==> src/qdsw_pkg.sv <==
// constants, state encoding and state record of the serial write port
// Function
// - each falling shift clock edge in a frame shifts one data bit in
// - the 24th falling edge completes the frame and runs the command
// - select may stay low or rise after the 24th edge, same result
// - code is plain unsigned binary, full range of the code width
// - converter register code drives the tap and holds until next update
// - select rising early clears the shift register, nothing executes
// - frame: two spare bits, command, channel address, then the code
// - command 010 writes the addressed input register (all four for address 111) then loads all converters
package qdsw_pkg;

  // --------------------------------------------------------------
  // frame layout
  // --------------------------------------------------------------
  localparam int FRAME_BITS = 24;
  localparam logic [4:0] LAST_BIT = 5'h17;
  localparam logic [4:0] BIT_STEP = 5'h1;
  localparam int CMD_MSB = 21;
  localparam int CMD_LSB = 19;
  localparam int ADDR_MSB = 18;
  localparam int ADDR_LSB = 16;
  localparam int CODE_W = 16;
  localparam int CH_NUM = 4;
  localparam int PD_MSB = 5;
  localparam int PD_LSB = 4;
  localparam int RST_FULL_BIT = 0;

  // --------------------------------------------------------------
  // commands and addresses
  // --------------------------------------------------------------
  localparam logic [2:0] CMD_WR_IN = 3'h0;
  localparam logic [2:0] CMD_UPD_N = 3'h1;
  localparam logic [2:0] CMD_WR_UPD_ALL = 3'h2;
  localparam logic [2:0] CMD_WR_UPD_N = 3'h3;
  localparam logic [2:0] CMD_PWR = 3'h4;
  localparam logic [2:0] CMD_SW_RST = 3'h5;
  localparam logic [2:0] CMD_LD_MASK = 3'h6;
  localparam logic [2:0] ADDR_ALL = 3'h7;

  // --------------------------------------------------------------
  // reset values and timing
  // --------------------------------------------------------------
  localparam logic [15:0] CODE_ZERO = 16'h0000;
  localparam logic [23:0] SHREG_ZERO = 24'h00_0000;
  localparam logic [1:0] PD_NORMAL = 2'h0;
  localparam logic [3:0] MASK_ZERO = 4'h0;
  localparam int CLK_PERIOD_NS = 20;
  localparam int SEL_HIGH_MIN_NS = 15;
  localparam int SEL_HIGH_RAW =
    (SEL_HIGH_MIN_NS + CLK_PERIOD_NS - 1) / CLK_PERIOD_NS;
  localparam int SEL_HIGH_MIN_CYC = (SEL_HIGH_RAW < 1) ? 1 : SEL_HIGH_RAW;
  localparam int SCLK_MAX_MHZ = 50;

  typedef enum logic [3:0] {
    ST_WAIT_HIGH = 4'h1,
    ST_ARMED = 4'h2,
    ST_SHIFT = 4'h4,
    ST_DONE = 4'h8
  } qdsw_state_t;

  typedef struct packed {
    logic sel_s1;
    logic sel_s2;
    logic sclk_s1;
    logic sclk_s2;
    logic sclk_d;
    logic din_s1;
    logic din_s2;
    qdsw_state_t st;
    logic [4:0] bitcnt;
    logic [23:0] shreg;
    logic [3:0][15:0] inreg;
    logic [3:0][15:0] dacreg;
    logic [3:0][1:0] pd_mode;
    logic [3:0] simultaneous_load_mask;
    logic exec;
    logic [2:0] last_cmd;
    logic [2:0] last_addr;
    logic [15:0] last_code;
    logic seen_exec;
  } qdsw_regs_t;

endpackage : qdsw_pkg

==> src/qdsw_serial_port.sv <==
// serial write port of a quad converter: sampling, framing, execution
`timescale 1ns/1ps
module qdsw_serial_port
(
  // clock and reset
  input wire logic i_clk,
  input wire logic i_rst_b,
  // serial link pins
  input wire logic i_frame_sel_b,
  input wire logic i_sclk,
  input wire logic i_din,
  // converter side
  output logic [3:0][15:0] o_dac_code,
  output logic [3:0][1:0] o_pd_mode,
  output logic [3:0] o_simultaneous_load_mask,
  output logic o_exec
);

  // --------------------------------------------------------------
  // reset release
  // --------------------------------------------------------------
  logic rst_s1_ff;
  logic rst_b_ff;

  always_ff @(posedge i_clk or negedge i_rst_b)
  begin
    if (!i_rst_b)
    begin
      rst_s1_ff <= 1'b0;
      rst_b_ff <= 1'b0;
    end
    else
    begin
      rst_s1_ff <= 1'b1;
      rst_b_ff <= rst_s1_ff;
    end
  end

  // --------------------------------------------------------------
  // state
  // --------------------------------------------------------------
  qdsw_pkg::qdsw_regs_t q_ff;
  qdsw_pkg::qdsw_regs_t nxt_q;
  logic sclk_fall;

  // pins are sampled, so the link clock must stay well below i_clk / 4
  assign sclk_fall = q_ff.sclk_d & ~q_ff.sclk_s2;

  always_comb
  begin
    logic [23:0] frame;
    logic [2:0] cmd;
    logic [2:0] addr;
    logic [15:0] code;
    logic hit;
    frame = {q_ff.shreg[22:0], q_ff.din_s2};
    cmd = frame[qdsw_pkg::CMD_MSB:qdsw_pkg::CMD_LSB];
    addr = frame[qdsw_pkg::ADDR_MSB:qdsw_pkg::ADDR_LSB];
    code = frame[qdsw_pkg::CODE_W-1:0];
    hit = 1'b0;
    nxt_q = q_ff;
    nxt_q.exec = 1'b0;
    nxt_q.sel_s1 = i_frame_sel_b;
    nxt_q.sel_s2 = q_ff.sel_s1;
    nxt_q.sclk_s1 = i_sclk;
    nxt_q.sclk_s2 = q_ff.sclk_s1;
    nxt_q.sclk_d = q_ff.sclk_s2;
    nxt_q.din_s1 = i_din;
    nxt_q.din_s2 = q_ff.din_s1;
    case (q_ff.st)
      qdsw_pkg::ST_WAIT_HIGH:
      begin
        if (q_ff.sel_s2)
          nxt_q.st = qdsw_pkg::ST_ARMED;
      end
      qdsw_pkg::ST_ARMED:
      begin
        nxt_q.shreg = qdsw_pkg::SHREG_ZERO;
        nxt_q.bitcnt = 5'h0;
        if (!q_ff.sel_s2)
          nxt_q.st = qdsw_pkg::ST_SHIFT;
      end
      qdsw_pkg::ST_SHIFT:
      begin
        if (q_ff.sel_s2)
        begin
          nxt_q.shreg = qdsw_pkg::SHREG_ZERO;
          nxt_q.st = qdsw_pkg::ST_ARMED;
        end
        else if (sclk_fall)
        begin
          nxt_q.shreg = frame;
          nxt_q.bitcnt = q_ff.bitcnt + qdsw_pkg::BIT_STEP;
          if (q_ff.bitcnt == qdsw_pkg::LAST_BIT)
          begin
            nxt_q.exec = 1'b1;
            nxt_q.seen_exec = 1'b1;
            nxt_q.last_cmd = cmd;
            nxt_q.last_addr = addr;
            nxt_q.last_code = code;
            nxt_q.st = qdsw_pkg::ST_DONE;
            for (int ch = 0; ch < qdsw_pkg::CH_NUM; ch++)
            begin
              hit = (addr == 3'(ch)) || (addr == qdsw_pkg::ADDR_ALL);
              case (cmd)
                qdsw_pkg::CMD_WR_IN:
                begin
                  if (hit)
                    nxt_q.inreg[ch] = code;
                  if (hit && q_ff.simultaneous_load_mask[ch])
                    nxt_q.dacreg[ch] = code;
                end
                qdsw_pkg::CMD_UPD_N:
                begin
                  if (hit)
                    nxt_q.dacreg[ch] = q_ff.inreg[ch];
                end
                qdsw_pkg::CMD_WR_UPD_ALL:
                begin
                  if (hit)
                    nxt_q.inreg[ch] = code;
                  nxt_q.dacreg[ch] = hit ? code : q_ff.inreg[ch];
                end
                qdsw_pkg::CMD_WR_UPD_N:
                begin
                  if (hit)
                  begin
                    nxt_q.inreg[ch] = code;
                    nxt_q.dacreg[ch] = code;
                  end
                end
                qdsw_pkg::CMD_PWR:
                begin
                  if (frame[ch])
                    nxt_q.pd_mode[ch] =
                      frame[qdsw_pkg::PD_MSB:qdsw_pkg::PD_LSB];
                end
                qdsw_pkg::CMD_SW_RST:
                begin
                  nxt_q.inreg[ch] = qdsw_pkg::CODE_ZERO;
                  nxt_q.dacreg[ch] = qdsw_pkg::CODE_ZERO;
                  if (frame[qdsw_pkg::RST_FULL_BIT])
                  begin
                    nxt_q.pd_mode[ch] = qdsw_pkg::PD_NORMAL;
                    nxt_q.simultaneous_load_mask[ch] = 1'b0;
                  end
                end
                qdsw_pkg::CMD_LD_MASK:
                begin
                  nxt_q.simultaneous_load_mask[ch] = frame[ch];
                end
                default:
                begin
                  hit = 1'b0;
                end
              endcase
            end
          end
        end
      end
      qdsw_pkg::ST_DONE:
      begin
        if (q_ff.sel_s2)
          nxt_q.st = qdsw_pkg::ST_ARMED;
      end
      default:
      begin
        nxt_q.st = qdsw_pkg::ST_WAIT_HIGH;
      end
    endcase
  end

  always_ff @(posedge i_clk or negedge rst_b_ff)
  begin
    if (!rst_b_ff)
    begin
      q_ff <= '0;
      q_ff.sel_s1 <= 1'b1;
      q_ff.sel_s2 <= 1'b1;
      q_ff.st <= qdsw_pkg::ST_WAIT_HIGH;
    end
    else
    begin
      q_ff <= nxt_q;
    end
  end

  assign o_dac_code = q_ff.dacreg;
  assign o_pd_mode = q_ff.pd_mode;
  assign o_simultaneous_load_mask = q_ff.simultaneous_load_mask;
  assign o_exec = q_ff.exec;
endmodule : qdsw_serial_port

==> config.mk <==
export PLATFORM = sky130hd
export DESIGN_NAME = qdsw_serial_port
export DESIGN_NICKNAME = d
export VERILOG_FILES = /design/src/qdsw_pkg.sv /design/src/qdsw_serial_port.sv
export SDC_FILE = /design/constraint.sdc
export NUM_CORES = 1
export LEC_CHECK = 0
export ABC_AREA = 0
export BUFFER_PORTS_ARGS = -buffer_cell sky130_fd_sc_hd__buf_4
export CAP_MARGIN = 20
export CORE_MARGIN = 4
export CORE_UTILIZATION = 50
export CTS_CLUSTER_SIZE = 8
export DETAILED_ROUTE_END_ITERATION = 10
export PLACE_DENSITY = 0.75
export SYNTH_ARGS = -nofsm -noshare
export SYNTH_HDL_FRONTEND = slang
export SYNTH_SLANG_ARGS = --single-unit
==> constraint.sdc <==
create_clock -name i_clk -period 8.1 [get_ports i_clk]
set_input_delay 0.405 -clock i_clk [delete_from_list [all_inputs] [get_ports i_clk]]
set_output_delay 0.405 -clock i_clk [all_outputs]
set_load 0.01 [all_outputs]
## Word-level counts from Yosys, hierarchy flattened

Index checks and enable logic that the tools add are counted.

- Logic and storage cells: 153
- Bits in registers: 205
- Memories kept: 0
- Output and inout bits: 77
- Latch bits: 0
- Memory bits (read-only): 0
- Memory bits (writable): 0

- Mux-type cells: 50
- Divide/modulo/power cells: 0
- $mul: 0
- $add $sub $neg: 1
- Order comparisons: 0
- Equality and inequality tests: 38
- Shifts and indexed selects: 0
- Reduce and logical (&&, ||, !) cells: 31
- Bitwise operators: 3

Operators with widths:

| kind | count |
|---|---|
| 16-bit one-hot mux with 5 select lines | 4 |
| 16-bit 2-to-1 mux | 16 |
| 197-bit 2-to-1 mux | 1 |
| 164-bit 2-to-1 mux | 1 |
| 16-bit one-hot mux with 2 select lines | 4 |
| 24-bit 2-to-1 mux | 3 |
| 29-bit one-hot mux with 2 select lines | 1 |
| 2-bit != test (second input constant) | 20 |
| 8-bit AND reduction | 4 |
| 7-bit AND reduction | 4 |
| 4-bit 2-to-1 mux | 4 |
| 2-bit one-hot mux with 2 select lines | 4 |
| 3-bit by 2-bit equality test with 1-bit output (second input constant) | 4 |
| 3-bit equality test (second input constant) | 4 |
| 4-bit one-hot mux with 3 select lines | 1 |
| 2-bit 2-to-1 mux | 5 |
| 1-bit one-hot mux with 2 select lines | 4 |
| 4-bit AND reduction | 2 |
| 2-bit nonzero test | 4 |
| 3-bit by 1-bit equality test with 1-bit output (second input constant) | 2 |
| 3-bit zero test | 2 |
| 3-bit != test (second input constant) | 2 |
| 6-bit AND reduction | 1 |
| 5-bit by 1-bit adder with 5-bit output (second input constant) | 1 |
| other kinds (18) | 25 |

## Depth between registers and ports, before layout

- Depth in word-level cells: 9
- Depth in mapped cells: 9

## Worst setup path before layout

OpenSTA, ideal clock, no wires.

- Kind: register to register
- From: reg q_ff[193] (netlist bit)
- To: reg q_ff (netlist bit o_dac_code[22])
- Setup time: 0.125 ns
- Arrival time: 2.593 ns
- Slack: 5.382 ns
- Cell stages (with the launch flop): 8
- Period minus slack after synthesis: 2.718 ns
- Cells stage by stage: dfstp_2 -> buf_6 -> or4b_1 -> or4_1 -> buf_6 -> a2111oi_4 -> buf_6 -> mux2_2

- Word-level cells in the longest chain between the ends: 2

RTL lines:

| element | line | source |
|---|---|---|
| start, declared | qdsw_serial_port.sv:42 | `qdsw_pkg::qdsw_regs_t q_ff;` |
| start signal, assigned | qdsw_serial_port.sv:184 | `q_ff <= nxt_q;` |
| 4-bit by 3-bit equality test with 1-bit output | n/a |  |
| 8-bit AND reduction (no source line) | n/a |  |

No other way between the ends.
A chain may end at the register's enable or synchronous reset.

## Worst setup path after layout

- From: reg q_ff[194] (netlist bit)
- To: reg q_ff (netlist bit o_dac_code[5])

The elaborated chain is that of the path after synthesis.

==> flow_summary.ini <==
[yosys]
synthCells = 732
synth_edf_count = 0
synth_cell_type_count = 54
synthesis.area_um2 = 8541
ys_seq_elements = 180
ys_seq_area_frac = 0.5278
syn-num-nets = 738
async_flop_share = 1.000
syn_area_per_cell_um2 = 11.67
ys_warn_count = 0
synth_flop_cell = dfrtp_1

[critical_path]
worst_path_largest_cell_delay_ns = 0.93
cp-start-kind = flop
crit_fanout = 25
crit_chain = or4b_1, or4_1, a221oi_4, mux2_2
crit_cells = 4
timing.rr.start = q_ff[194]
path_buf_inv = 0
crit_start = q_ff[194]
timing.reg2reg.setup_slack_ns = 4.75
crit_type = flop to flop
r2r-end = o_dac_code[5]
endpoint_kind = flop
worstSetupEndpoint = o_dac_code[5]
cp_data_arrival_time_ns = 3.66
ff2ff_path_depth = 4
critical-path-top-delay-family = simple AND/OR/NAND/NOR gates
crit_slowest_cell = or4_1
worstPathRequired_ns = 8.41

[clock_network]
clock_latency_ns = 0.43
clock_sinks = 180
cts_root_buf = clkbuf_16
post_cts_buffers = 0
cts_tree = built
clock_path_buffers = 2
cts_max_level = 4
path_clk_slew_ns = 0.07
cts_buffers = 17

[placed_design]
dp.final_hpwl_um = 12500
place_area_um2 = 8703
dp_cells = 908
io_buffers = 81
post-place-ws_ns = 4.482
place_congestion = 0.8735

[global_route]
grt_pass1_vias = 5716
grt_antenna_before_repair = 0
grt_max_degree = 82
grt.total_usage = 0.1936
grt_pass1_wl_um = 30430
grt-ovfl-total = 0

[routing]
post-route-drc-count = 0
vias = 5749
routed_via_density = 6.064
wl_per_cell_um = 19.62
first_pass_iters = 5
drtIter0Drc = 588
drt-total-wl_um = 18600
ant_nets = 0

[timing]
final_max_slew_viol_count = 0
fin_worst_skew_ns = 0.01177
final.setup.worst_slack_ns = 4.749
setup_viol = 0
max_freq_mhz = 298.4
hold_viol_final = 0
max_slew_margin = 0.2858
rsz0062_at_grt = false
final.setup.tns_ns = 0
min_period_ns = 3.351
period_share = 0.4137
worst_slew_pin_slew_ns = 1.065

[power_and_ir_drop]
power_leakage_nw = 4.335
power_density_nw_per_um2 = 192.9
ir_drop_mv = 0.1424

[layout]
mostFrequentLayoutCells = dfrtp_1 (176), buf_4 (90), a22o_1 (88)
area_delta_synth_final_pct = 10.11
final_net_count = 721
final_core_util = 0.5651
drive_gt1_frac = 0.2885
stdcell_area_um2 = 9404
n_antenna_cell = 0
final_cells = 948
final_common_cell = dfrtp_1

[floorplan]
die_area_um2 = 19240
rows = 47
initial_core_util = 0.5132
core_um2 = 16640
die_w_um = 138.7
pin_count = 82
dieHeight_um = 138.7

[worst_hold_path]
hold_class = primary input to flop

[flow_run]
drv_cap = 0

[run_status]
status = completed
timing repair:
item,in CTS,in global routing
gates resized for setup,0,0
endpoints found under the hold margin,2,0
hold buffers,1,0
synthesized netlist by cell type (5+ instances only):
master,number,area share
buf_1,12,0.0053
nand2_1,27,0.012
o21ai_0,10,0.0059
or4_1,5,0.0044
nor2b_1,9,0.0066
o22ai_1,16,0.012
nand2b_1,8,0.0059
clkbuf_1,35,0.015
a21oi_1,8,0.0047
o2bb2ai_1,37,0.038
nor2_1,9,0.0040
buf_2,5,0.0029
o32ai_1,16,0.016
nand3_1,8,0.0047
buf_4,80,0.070
dfrtp_1,177,0.52
a22o_1,88,0.090
inv_1,51,0.022
mux2_2,65,0.086
power by group:
group	switching, W	total (W)	internal (W)
combinational	0.0000410	0.0000624	0.0000214
clock	0.000350	0.000827	0.000477
sequential	0.0000147	0.000925	0.000910
layer usage:
layer,up-vias,global-route usage,wire (µm)
met5,-,0,0
met4,0,0.06746,329
met3,27,0.04690,1292
met2,232,0.2888,8654
met1,2945,0.2788,8324
li1,2545,-,-
registers in the layout, summed over array words and instances (netlist names):
signal and flops:
o_simultaneous_load_mask 4, rst_s1_ff 1, o_exec 1, rst_b_ff 1
o_pd_mode 8, o_dac_code 64, q_ff 97, nxt_q 4
worst reg2reg max path, cell delays in order (launching register included):
cell and delay (ns):
dfrtp_1 0.44, or4b_1 0.55, or4_1 0.93, a221oi_4 0.88
mux2_2 0.43
worst min-delay path by stage:
stage,start,slack [ns],endpoint,depth (start not counted)
after global placement,i_rst_b,0.19,rst_s1_ff,1
final,i_frame_sel_b,0.09,nxt_q[202],1
after CTS,i_frame_sel_b,0.07,nxt_q[202],1
after floorplan,i_rst_b,0.11,rst_b_ff,0
after global routing,i_frame_sel_b,0.07,nxt_q[202],1
after detailed placement,i_rst_b,0.19,rst_s1_ff,1
cell families after synthesis:
family          after synthesis  share of synthesized area
mux                          66                    0.08687
other cells                   1                  0.0004391
flops                       180                     0.5278
fa+ha+maj                     1                   0.001465
simple gates                 91                    0.05977
buf+inv                     186                     0.1203
xor+xnor                      4                   0.004103
compound gates              203                     0.1992
metrics by stage:
stage / total power [W] / hold WS [ns]
after CTS: 0.001826 / 0.06737
after floorplan: 0.0009858 / 0.1094
after detailed placement: 0.001002 / 0.1892
final: 0.001814 / 0.08561
after global routing: 0.001881 / 0.06997
after global placement: 0.0009927 / 0.1874
cell type report:
cell class | count | area (µm²)
sequential | 180 | 4512
multi-input combinational | 366 | 3018
clock buffer | 20 | 456.7
fill | 1372 | 7238
clock inverter | 12 | 142.6
timing repair buffer | 99 | 808.3
tap | 220 | 275.3
inverter | 51 | 191.4
Note: power is estimated with default switching activity, not from simulation.
